### config.mk
export PLATFORM = sky130hd
export DESIGN_NAME = rsw_top
export DESIGN_NICKNAME = d
export VERILOG_FILES = /design/src/rsw_pkg.sv /design/src/rsw_top.sv
export VERILOG_INCLUDE_DIRS = /design/src
export SDC_FILE = /design/constraint.sdc
export NUM_CORES = 1
export LEC_CHECK = 0
export BUFFER_PORTS_ARGS = -buffer_cell sky130_fd_sc_hd__buf_2
export CORE_UTILIZATION = 35
export DETAILED_ROUTE_END_ITERATION = 8
export GPL_TIMING_DRIVEN = 1
export PLACE_DENSITY = 0.59
export SETUP_SLACK_MARGIN = 0.5
export SYNTH_ARGS = -nofsm -noshare
export SYNTH_HDL_FRONTEND = slang
export SYNTH_SLANG_ARGS = --single-unit
### constraint.sdc
create_clock -name core_clk -period 3.2 [get_ports core_clk]
set_input_delay 0.16 -clock core_clk [delete_from_list [all_inputs] [get_ports core_clk]]
set_output_delay 0.16 -clock core_clk [all_outputs]
set_load 0.01 [all_outputs]
### src/rsw_defs.svh
`ifndef RSW_DEFS_SVH
`define RSW_DEFS_SVH

// Clock and time figures
`define RSW_CLK_NS      10
`define RSW_TOUT_NS     64000000
`define RSW_TOUT_CYC    ((`RSW_TOUT_NS + `RSW_CLK_NS - 1) / `RSW_CLK_NS)
`define RSW_BOD_NS      2000
`define RSW_BOD_CYC     ((`RSW_BOD_NS + `RSW_CLK_NS - 1) / `RSW_CLK_NS)
`define RSW_CE_CYC      3'h4

// Watchdog time-out select
`define RSW_WDT_BASE    21'h00_0800
`define RSW_WDP_MAX     4'h9

// Register byte offsets
`define RSW_OFS_CTRL    4'h0
`define RSW_OFS_STAT    4'h4
`define RSW_OFS_RESTART 4'h8

// Reset values
`define RSW_CTRL_RST    8'h00
`define RSW_STAT_RST    4'h1
`define RSW_SYNC_RST    6'h20

`endif

### src/rsw_pkg.sv
package rsw_pkg;

  // Control register layout, bit 7 down to bit 0
  typedef struct packed {
    logic       irq_flag;
    logic       timeout_irq_enable;
    logic       wdp_hi;
    logic       change_enable_bit;
    logic       watchdog_enable_bit;
    logic [2:0] wdp_lo;
  } rsw_ctrl_t;

  // Reset cause flags, bit 3 down to bit 0
  typedef struct packed {
    logic watchdog_reset_flag;
    logic brownout_flag;
    logic external_flag;
    logic power_on_flag;
  } rsw_flags_t;

  typedef enum logic [2:0] {
    RSW_HOLD  = 3'b001,
    RSW_COUNT = 3'b010,
    RSW_RUN   = 3'b100
  } rsw_state_t;

endpackage : rsw_pkg

### src/rsw_top.sv
`timescale 1ns/1ps
`include "rsw_defs.svh"

module rsw_top #(
  parameter int unsigned TOUT_CYC = `RSW_TOUT_CYC
) (
  // Clock and reset
  input  wire logic        core_clk,
  input  wire logic        rst,
  // Register bus
  input  wire logic [3:0]  avs_address,
  input  wire logic        avs_read,
  input  wire logic        avs_write,
  input  wire logic [31:0] avs_writedata,
  input  wire logic [3:0]  avs_byteenable,
  output logic      [31:0] avs_readdata,
  output logic             avs_waitrequest,
  // Pins, detectors and fuses
  input  wire logic        ext_reset_n,
  input  wire logic        por_low,
  input  wire logic        bod_low,
  input  wire logic        wdt_osc,
  input  wire logic        always_on_fuse,
  input  wire logic        brownout_detector_en,
  // Core side
  input  wire logic        wdt_restart,
  input  wire logic        wdt_irq_ack,
  input  wire logic        comparator_bandgap_select,
  input  wire logic        adc_enable,
  // Outputs
  output logic             core_reset,
  output logic             wdt_reset_pulse,
  output logic             timeout_irq,
  output logic             bandgap_on
);

  // Input synchronisers; pin stage resets high so no false pin reset follows rst
  logic [5:0] sync1_r;
  logic [5:0] sync2_r;
  logic       osc_d_r;
  logic       ext_n_s;
  logic       por_s;
  logic       bod_s;
  logic       osc_s;
  logic       lvl2;
  logic       bod_en_s;

  always_ff @(posedge core_clk) begin
    if (rst) begin
      sync1_r <= `RSW_SYNC_RST;
      sync2_r <= `RSW_SYNC_RST;
      osc_d_r <= 1'b0;
    end else begin
      sync1_r <= {ext_reset_n, por_low, bod_low, wdt_osc, always_on_fuse,
                  brownout_detector_en};
      sync2_r <= sync1_r;
      osc_d_r <= osc_s;
    end
  end

  assign ext_n_s  = sync2_r[5];
  assign por_s    = sync2_r[4];
  assign bod_s    = sync2_r[3];
  assign osc_s    = sync2_r[2];
  assign lvl2     = sync2_r[1];
  assign bod_en_s = sync2_r[0];

  // Bus slave: one wait cycle, answer on the second edge
  logic        ack_r;
  logic        ack_nxt;
  logic [31:0] rdata_r;
  logic [31:0] rdata_nxt;
  logic        wr_go;
  logic        wr_ctrl;
  logic        wr_stat;
  logic        wr_restart;

  assign avs_waitrequest = (avs_read | avs_write) & ~ack_r;
  assign wr_go      = avs_write & ack_r & avs_byteenable[0];
  assign wr_ctrl    = wr_go & (avs_address == `RSW_OFS_CTRL);
  assign wr_stat    = wr_go & (avs_address == `RSW_OFS_STAT);
  assign wr_restart = wr_go & (avs_address == `RSW_OFS_RESTART);

  // Registers and state
  rsw_pkg::rsw_ctrl_t  ctrl_r;
  rsw_pkg::rsw_ctrl_t  ctrl_nxt;
  rsw_pkg::rsw_ctrl_t  wval;
  rsw_pkg::rsw_flags_t flags_r;
  rsw_pkg::rsw_flags_t flags_nxt;
  rsw_pkg::rsw_state_t state_r;
  rsw_pkg::rsw_state_t state_nxt;
  logic [2:0]          ce_cnt_r;
  logic [2:0]          ce_cnt_nxt;
  logic [19:0]         wdt_cnt_r;
  logic [19:0]         wdt_cnt_nxt;
  logic [15:0]         bod_cnt_r;
  logic [15:0]         bod_cnt_nxt;
  logic [31:0]         dly_r;
  logic [31:0]         dly_nxt;
  logic                pulse_r;
  logic                pulse_nxt;
  logic                bg_r;
  logic                bg_nxt;

  // Watchdog decode
  logic        chip_rst;
  logic        en_eff;
  logic        run;
  logic        tick;
  logic        restart;
  logic [3:0]  timeout_select_bits;
  logic [3:0]  sel;
  logic [20:0] lim;
  logic        hit;
  logic        timeout;
  logic        tmo_irq;
  logic        tmo_rst;
  logic        bod_hit;
  logic        src;

  assign wval     = rsw_pkg::rsw_ctrl_t'(avs_writedata[7:0]);
  assign chip_rst = (state_r != rsw_pkg::RSW_RUN);
  // Fuse or cause flag keep the watchdog armed
  assign en_eff   = lvl2 | ctrl_r.watchdog_enable_bit
                  | flags_r.watchdog_reset_flag;
  assign run      = en_eff | ctrl_r.timeout_irq_enable;
  assign tick     = osc_s & ~osc_d_r;
  assign restart  = wdt_restart | wr_restart;
  assign timeout_select_bits      = {ctrl_r.wdp_hi, ctrl_r.wdp_lo};
  assign sel      = (timeout_select_bits > `RSW_WDP_MAX) ? `RSW_WDP_MAX : timeout_select_bits;
  assign lim      = `RSW_WDT_BASE << sel;
  assign hit      = (wdt_cnt_r == 20'(lim - 21'h00_0001));
  assign timeout  = tick & hit & run & ~restart & ~chip_rst;
  assign tmo_irq  = timeout & ctrl_r.timeout_irq_enable;
  assign tmo_rst  = timeout & ~ctrl_r.timeout_irq_enable & en_eff;
  assign bod_hit  = (bod_cnt_r == 16'(`RSW_BOD_CYC));
  // Pulse is a source only while high, so counting starts as it falls
  assign src      = por_s | ~ext_n_s | bod_hit | pulse_r;

  // Control register next value
  always_comb begin
    ctrl_nxt   = ctrl_r;
    ce_cnt_nxt = ce_cnt_r;
    if (ce_cnt_r != 3'h0) begin
      ce_cnt_nxt = ce_cnt_r - 3'h1;
      if (ce_cnt_r == 3'h1) begin
        ctrl_nxt.change_enable_bit = 1'b0;
      end
    end
    if (wdt_irq_ack) begin
      ctrl_nxt.irq_flag = 1'b0;
    end
    if (wr_ctrl) begin
      if (wval.irq_flag) begin
        ctrl_nxt.irq_flag = 1'b0;
      end
      ctrl_nxt.timeout_irq_enable = wval.timeout_irq_enable;
      if (wval.change_enable_bit & wval.watchdog_enable_bit) begin
        ctrl_nxt.change_enable_bit = 1'b1;
        ce_cnt_nxt                 = `RSW_CE_CYC;
      end else begin
        ctrl_nxt.change_enable_bit = 1'b0;
        ce_cnt_nxt                 = 3'h0;
      end
      if (wval.watchdog_enable_bit) begin
        ctrl_nxt.watchdog_enable_bit = 1'b1;
      end else if (ctrl_r.change_enable_bit) begin
        ctrl_nxt.watchdog_enable_bit = 1'b0;
      end
      if (!lvl2 || ctrl_r.change_enable_bit) begin
        ctrl_nxt.wdp_hi = wval.wdp_hi;
        ctrl_nxt.wdp_lo = wval.wdp_lo;
      end
    end
    if (!lvl2 && flags_r.watchdog_reset_flag) begin
      ctrl_nxt.watchdog_enable_bit = 1'b1;
    end
    // Time-out event wins over a clear in the same cycle
    if (tmo_irq) begin
      ctrl_nxt.irq_flag = 1'b1;
      if (en_eff) begin
        ctrl_nxt.timeout_irq_enable = 1'b0;
      end
    end
    if (chip_rst) begin
      ctrl_nxt   = `RSW_CTRL_RST;
      ce_cnt_nxt = 3'h0;
    end
  end

  // Reset cause flags, write zero clears, set wins
  always_comb begin
    flags_nxt = flags_r;
    if (wr_stat) begin
      flags_nxt = flags_r & rsw_pkg::rsw_flags_t'(avs_writedata[3:0]);
    end
    if (pulse_r) begin
      flags_nxt.watchdog_reset_flag = 1'b1;
    end
    if (bod_hit) begin
      flags_nxt.brownout_flag = 1'b1;
    end
    if (!ext_n_s) begin
      flags_nxt.external_flag = 1'b1;
    end
    if (por_s) begin
      flags_nxt = `RSW_STAT_RST;
    end
  end

  // Watchdog counter and brown-out filter
  always_comb begin
    wdt_cnt_nxt = wdt_cnt_r;
    pulse_nxt   = tmo_rst;
    if (chip_rst || !run || restart) begin
      wdt_cnt_nxt = 20'h0_0000;
    end else if (tick) begin
      wdt_cnt_nxt = hit ? 20'h0_0000 : wdt_cnt_r + 20'h0_0001;
    end
    bod_cnt_nxt = bod_cnt_r;
    if (!(bod_s && bod_en_s)) begin
      bod_cnt_nxt = 16'h0000;
    end else if (!bod_hit) begin
      bod_cnt_nxt = bod_cnt_r + 16'h0001;
    end
    bg_nxt = bod_en_s | comparator_bandgap_select | adc_enable;
  end

  // Reset stretcher
  always_comb begin
    state_nxt = state_r;
    dly_nxt   = dly_r;
    case (state_r)
      rsw_pkg::RSW_HOLD: begin
        dly_nxt = 32'h0000_0000;
        if (!src) begin
          state_nxt = rsw_pkg::RSW_COUNT;
        end
      end
      rsw_pkg::RSW_COUNT: begin
        if (src) begin
          state_nxt = rsw_pkg::RSW_HOLD;
        end else if (dly_r >= 32'(TOUT_CYC - 1)) begin
          state_nxt = rsw_pkg::RSW_RUN;
        end else begin
          dly_nxt = dly_r + 32'h0000_0001;
        end
      end
      rsw_pkg::RSW_RUN: begin
        if (src) begin
          state_nxt = rsw_pkg::RSW_HOLD;
        end
      end
      default: begin
        state_nxt = rsw_pkg::RSW_HOLD;
      end
    endcase
  end

  // Bus next values
  always_comb begin
    ack_nxt   = (avs_read | avs_write) & ~ack_r;
    rdata_nxt = rdata_r;
    if (avs_read && !ack_r) begin
      case (avs_address)
        `RSW_OFS_CTRL: begin
          rdata_nxt = {24'h00_0000, ctrl_r.irq_flag, ctrl_r.timeout_irq_enable,
                       ctrl_r.wdp_hi, ctrl_r.change_enable_bit, en_eff,
                       ctrl_r.wdp_lo};
        end
        `RSW_OFS_STAT: begin
          rdata_nxt = {28'h000_0000, flags_r};
        end
        default: begin
          rdata_nxt = 32'h0000_0000;
        end
      endcase
    end
  end

  always_ff @(posedge core_clk) begin
    if (rst) begin
      ack_r     <= 1'b0;
      rdata_r   <= 32'h0000_0000;
      ctrl_r    <= `RSW_CTRL_RST;
      ce_cnt_r  <= 3'h0;
      flags_r   <= `RSW_STAT_RST;
      wdt_cnt_r <= 20'h0_0000;
      bod_cnt_r <= 16'h0000;
      pulse_r   <= 1'b0;
      bg_r      <= 1'b0;
      state_r   <= rsw_pkg::RSW_HOLD;
      dly_r     <= 32'h0000_0000;
    end else begin
      ack_r     <= ack_nxt;
      rdata_r   <= rdata_nxt;
      ctrl_r    <= ctrl_nxt;
      ce_cnt_r  <= ce_cnt_nxt;
      flags_r   <= flags_nxt;
      wdt_cnt_r <= wdt_cnt_nxt;
      bod_cnt_r <= bod_cnt_nxt;
      pulse_r   <= pulse_nxt;
      bg_r      <= bg_nxt;
      state_r   <= state_nxt;
      dly_r     <= dly_nxt;
    end
  end

  // Raw pin and power-on detector paths bypass the clock so reset works with no clock; brown-out goes through the clocked filter;
  // pulse-width filtering of the pin is left to its analog front end
  assign core_reset      = chip_rst | por_low | ~ext_reset_n;
  assign wdt_reset_pulse = pulse_r;
  assign timeout_irq     = ctrl_r.irq_flag & ctrl_r.timeout_irq_enable;
  assign bandgap_on      = bg_r;
  assign avs_readdata    = rdata_r;

endmodule : rsw_top

==> results of run 1 <==
worst max-delay path, stage by stage, from the launching register on:
cell      delay [ps]
dfxtp_4          370
or4_4            560
ha_4             290
xor2_2           130
nand4_1          120
nor4_2           320
nand3_2          170
buf_6            170
o311ai_2         280
a21oi_1          100
metal layers:
metal | GRT usage [%] | routed length (um)
met1 | 19.1 | 5350
met2 | 24.1 | 5030
met3 | 3.31 | 454
met4 | 4.50 | 126
met5 | 0 | 0
timing repair:
action,4_1_cts,5_1_grt
hold buffers,1,0
hold endpoints to repair,1,0
gates resized for setup,3,15
setup buffers,2,6
endpoints found under the setup margin,18,18
pin swaps,3,7
flip-flops by register name, summed over array words and instances (netlist names), 4 cells and up:
register	count
dly_r	32
wdt_cnt_r	20
bod_cnt_r	16
avs_readdata	8
ctrl_r	8
sync1_r	6
sync2_r	6
flags_r	4
cell usage in the layout (no fill, tap or decap), types with 7 or more instances in the layout:
cell type  netlist  layout
ha_1             8       7
clkbuf_16        0       9
nand3_1         31      31
conb_1           1      24
o21ai_0         19      17
and3_1           9       9
xnor2_1         18      17
nand2b_1         8       8
nand4_1         11      11
and2_1          13      13
dfxtp_1        110     107
inv_1           22      22
nand2_1         42      42
or4_1           16      15
a21oi_1         44      43
nor2_1          55      55
buf_2            5      39
buf_4           27      14
xor2_1          19      17
nor2b_1         16      16
nor3_1          16      16
nor2_2          10      10
or3_1           15      15
mux2i_1          9       9
o31ai_1         11      11
logic make-up after synthesis:
| family | synth area share [%] |
|---|---|
| flip-flops | 41.7 |
| AND/OR/NAND/NOR | 28.9 |
| AO/OA/AOI/OAI | 12.3 |
| XOR/XNOR | 6.14 |
| multiplexers | 1.92 |
| other | 0.0711 |
| buffers and inverters | 7.09 |
| adder cells (fa/ha/maj) | 1.90 |
through the flow:
stage	util [%]	hold slack [ps]	cell area (um2)	total power [mW]
2_1_floorplan	-	264	5380	1.52
3_3_place_gp	38.1	371	5580	1.55
3_5_place_dp	38.1	374	5580	1.55
4_1_cts	40.5	2.97	5930	2.73
5_1_grt	41.2	11.9	6040	2.80
6_report	41.2	14.7	6040	2.69
area by class of cell:
cell class              instances  area, um2
inverters                      22       82.6
fillers                      1411       8610
well taps                     184        230
clock inverters                 7       88.8
repair buffers                 57        338
clock buffers                   9        225
flip-flops and latches        110       2210
multi-input cells             455       2860
where the power goes:
group | switching (mW) | leakage, nW | internal (mW)
Sequential | 0.00966 | 0.892 | 1.38
Clock | 0.547 | 0.150 | 0.626
Combinational | 0.0865 | 1.05 | 0.0419
worst max-delay path by stage:
stage,startpoint,to,slack (ps),cells after the start
final,ctrl_r[2],wdt_cnt_r[1],540,9
after global routing,ctrl_r[2],wdt_cnt_r[1],440,9
after CTS,ctrl_r[0],ctrl_r[7],510,8
after detailed placement,ctrl_r[0],ctrl_r[7],290,8
after global placement,ctrl_r[0],ctrl_r[7],400,8
after floorplan,ctrl_r[1],ctrl_r[7],550,9
==> qor.txt, run 1 <==
DIE WIDTH: 125 um
grt total ovfl: 0
hold crit path type: in2reg
final cell count without fillers: 844
reg2reg setup slack: 540 ps
top-area cell type share of the netlist area: 41.7%
RSZ-0062 raised after global routing: yes
TritonCTS clock tree: done
failing checks: design-rule violations
RePlAce Congestion: 0.800
final hold vios: 0
htree depth: 3
WHS Path Cells: 2
slew of the pin with the lowest slew margin: 778 ps
Final ANT Viol Nets: 0
Tcrit/Tclk final: 83.0%
Post-synth top cells: dfxtp_1, nor2_1, a21oi_1
cell taking the most area after synthesis: dfxtp_1
drt first pass iters: 7
DPL Wire Length: 7.86 mm
Main synth FF type: dfxtp_1
Leakage: 2.09 nW
number of global-route vias before repair: 3967
number of flops mapped to enable cells by yosys: 0
CTS sink count: 110
Initial Utilization: 36.0%
maximum root-to-sink buffer count: 2
cell count after synthesis: 611
worst vdd ir: 0.253 mV
crit path DAT: 2860 ps
# port buffers: 39
Final TNS setup: 0 ps
Rows: 44
initial antenna violation count: 0
P&R area growth vs syn: 14.4%
die area: 15600 um2
overall routed net length: 11.0 mm
Worst-path clk slew: 80 ps
Inserted Diodes: 0
Hold Startpoint: ext_reset_n
Vias per Instance: 5.05
Remaining DRCs: 26
global-route wire length before repair: 18.7 mm
Max Fclk: 376 MHz
CP endpoint kind: flip-flop
initial DRC count: 280
Worst EP required: 3410 ps
Hold Path Sink: sync1_r[5]
share of cells above drive strength 1: 17.1%
largest net degree at the start of global routing: 29
dpl ws: 293 ps
max cap viols: 0
Seq cells post-synth: 110
RR Startpoint: ctrl_r[2]
FF-to-FF path depth: 9
die height: 125 um
# setup viols final: 0
synthesized cell area: 5280 um2
Worst Clk Skew: 7.81 ps
Final Max Slew Viols: 0
Final Critical Period: 2660 ps
most common cell in the synthesized netlist: dfxtp_1
dpl cells: 819
pwr dens: 446 nW/um2
RR Endpoint: wdt_cnt_r[1]
detailed-route via count: 4266
Seq/Total Area, Yosys: 41.7%
Wirelength per Cell: 13.0 um
TritonCTS Buffers: 9
Core Box Area: 14600 um2
synth top area cells: dfxtp_1, a21oi_1, nor2_1
PnR worst setup slack: 543 ps
Async SR Flop Fraction: 0%
Synth cell types: 62
slew margin rel.: 48.1%
Worst Path Max Fanout: 6
nets: 717
gr usage total: 14.7%
Clock Latency Late Sink: 350 ps
critical path class: reg2reg
Worst setup SP type: flip-flop
yosys warns: 0
I/O pin count: 91
Syn Area/Cell: 8.64 um2
status: complete, but fails checks
clock root cell: clkbuf_16
Power figures use the tool's default switching activity.
==> run 2, diff against run 1 <==
clock period = 2.7 ns   (was 3.2 ns; I/O delays follow)
==> qor.txt, run 2 (synthesis gave the netlist of run 1 again) <==
status: complete, but fails checks
failing checks: design-rule violations
htree depth: 3 (unchanged)
Worst-path clk slew: 80 ps (about the same)
RePlAce Congestion: 0.784 (-2.0%)
CP endpoint kind: flip-flop
Regs by FF count: dly_r (32), wdt_cnt_r (20), bod_cnt_r (16)
Final ANT Viol Nets: 0 (unchanged)
critical path's most frequent cell: a21oi_1
largest net degree at the start of global routing: 28 (-3.4%)
Rows: 44 (unchanged)
Top reg by flops: dly_r
global-route wire length before repair: 18.9 mm (+1.2%)
overall routed net length: 11.5 mm (+5.1%)
TritonCTS clock tree: done
Leakage: 2.17 nW (+3.7%)
pwr dens: 513 nW/um2 (+15%)
max incr delay on CP: 550 ps (about the same)
DPL Wire Length: 7.88 mm (+0.30%)
Core Box Area: 14600 um2 (unchanged)
Worst Path Buf+Inv: 0 (-1)
most frequent cells in the layout: dfxtp_1, nor2_1, a21oi_1, nand2_1, buf_2
P&R area growth vs syn: 19.7%
RSZ-0062 raised after global routing: yes
max FFs per register: 32 (unchanged)
TritonCTS Buffers: 9 (unchanged)
Remaining DRCs: 22 (-15%)
commonest non-fill, non-tap cell in the layout: dfxtp_1
CP delay by family, top: simple AND/OR/NAND/NOR gates
I/O pin count: 91 (unchanged)
detailed-route via count: 4367 (+2.4%)
Initial Utilization: 36.0% (unchanged)
Filler Cells Inserted: 1397 (-0.99%)
die height: 125 um (unchanged)
clock root cell: clkbuf_16
slew margin rel.: 49.2% (+1.1 points)
final hold vios: 0 (unchanged)
CP max-delay cell: or4_4
post-placement cell area: 5640 um2 (+0.99%)
Wirelength per Cell: 13.4 um (+3.5%)
# port buffers: 39 (unchanged)
post-route cell area: 6320 um2 (+4.7%)
drt first pass iters: 8 (+1)
Tcrit/Tclk final: 94.8% (+12 points)
slew of the pin with the lowest slew margin: 760 ps (-17.5 ps)
Worst EP required: 2980 ps (-430 ps)
number of global-route vias before repair: 4049 (+2.1%)
Inserted Diodes: 0 (unchanged)
Cell Chain, Critical Path: or4_4, ha_4, nor3_1, a21oi_1, o21ai_0, xor2_2, or4_1, a21oi_1
critical path class: reg2reg
maximum root-to-sink buffer count: 2 (unchanged)
Vias per Instance: 5.10 (+0.81%)
Final Critical Period: 2560 ps (-97.3 ps)
worst vdd ir: 0.295 mV (+17%)
CTS sink count: 110 (unchanged)
gr usage total: 14.8% (+0.13 points)
hold crit path type: in2reg
share of cells above drive strength 1: 22.0% (+4.9 points)
grt total ovfl: 0 (unchanged)
initial DRC count: 267 (-4.6%)
Final Max Slew Viols: 0 (unchanged)
Worst Clk Skew: 8.91 ps (+1.10 ps)
initial antenna violation count: 0 (unchanged)
Worst Path Max Fanout: 5 (-1)
# setup viols final: 0 (unchanged)
Max Fclk: 391 MHz (+3.8%)
Final TNS setup: 0 ps (unchanged)
Clock Latency Late Sink: 350 ps (about the same)
nets: 730 (+1.8%)
Worst setup SP type: flip-flop
max cap viols: 0 (unchanged)
DIE WIDTH: 125 um (unchanged)
die area: 15600 um2 (unchanged)
crit path DAT: 2840 ps (-20 ps)
## run 2: changes by cell type in the layout (fill, tap and decap cells not counted), sizes merged
cell and change:
inv -4, a31oi +2, buf +12, clkbuf -1
clkinv +3, bufinv +1
## run 2: worst reg2reg max path: stages (launching register included)
cell and delay, ps:
dfxtp_2 330, or4_4 550, ha_4 210, nor3_1 160
a21oi_1 60, o21ai_0 300, xor2_2 200, or4_1 540
a21oi_1 140
## run 2: final timing paths
kind,start,end,slack (ps),cells after the start
worst min register to register,sync1_r[5],sync2_r[5],430,1
worst min-delay path,comparator_bandgap_select,bandgap_on,3,3
worst max register to register,ctrl_r[1],ctrl_r[7],140,8
worst max-delay path,ctrl_r[1],ctrl_r[7],140,8
## run 2: metal layers
| layer | track usage (%) | routed length, um | vias up |
|---|---|---|---|
| li1 | - | - | 2210 |
| met1 | 18.8 | 5590 | 2059 |
| met2 | 25.0 | 5290 | 83 |
| met3 | 2.02 | 403 | 15 |
| met4 | 6.68 | 227 | 0 |
| met5 | 0 | 0 | - |
## run 2: where the power goes
group | total, mW | switching [mW] | leakage (nW) | internal [mW]
logic | 0.170 | 0.114 | 1.12 | 0.0559
clock network | 1.43 | 0.609 | 0.156 | 0.817
registers | 1.65 | 0.0112 | 0.892 | 1.64
## run 2: per-stage QoR
| step | hold WS [ps] | total power, mW | std cells | worst slack [ps] | util [%] |
|---|---|---|---|---|---|
| after CTS | 1.74 | 3.27 | 849 | 187 | 42.0 |
| after detailed placement | 361 | 1.83 | 822 | 75.0 | 38.5 |
| after global placement | 347 | 1.83 | 822 | 164 | 38.5 |
| after global routing | 21.7 | 3.35 | 857 | 69.1 | 43.1 |
| final | 3.49 | 3.24 | 857 | 140 | 43.1 |
| after floorplan | 239 | 1.81 | 634 | 126 | - |
## run 2: cell type report
cell class	instances	area [um2]	area share (%)
clock buffers	9	225	3.56
multi-input cells	457	3030	47.9
well taps	184	230	3.64
inverters	22	82.6	1.31
flip-flops and latches	110	2210	34.9
clock inverters	7	98.8	1.56
repair buffers	68	447	7.07
## run 2: repair_timing
action | CTS | global route
setup buffers | 6 | 7
pin swaps | 6 | 17
cloned | 4 | 1
endpoints found under the hold margin | 1 | 0
hold buffers | 1 | 0
gates resized for setup | 19 | 29
endpoints found under the setup margin | 36 | 40
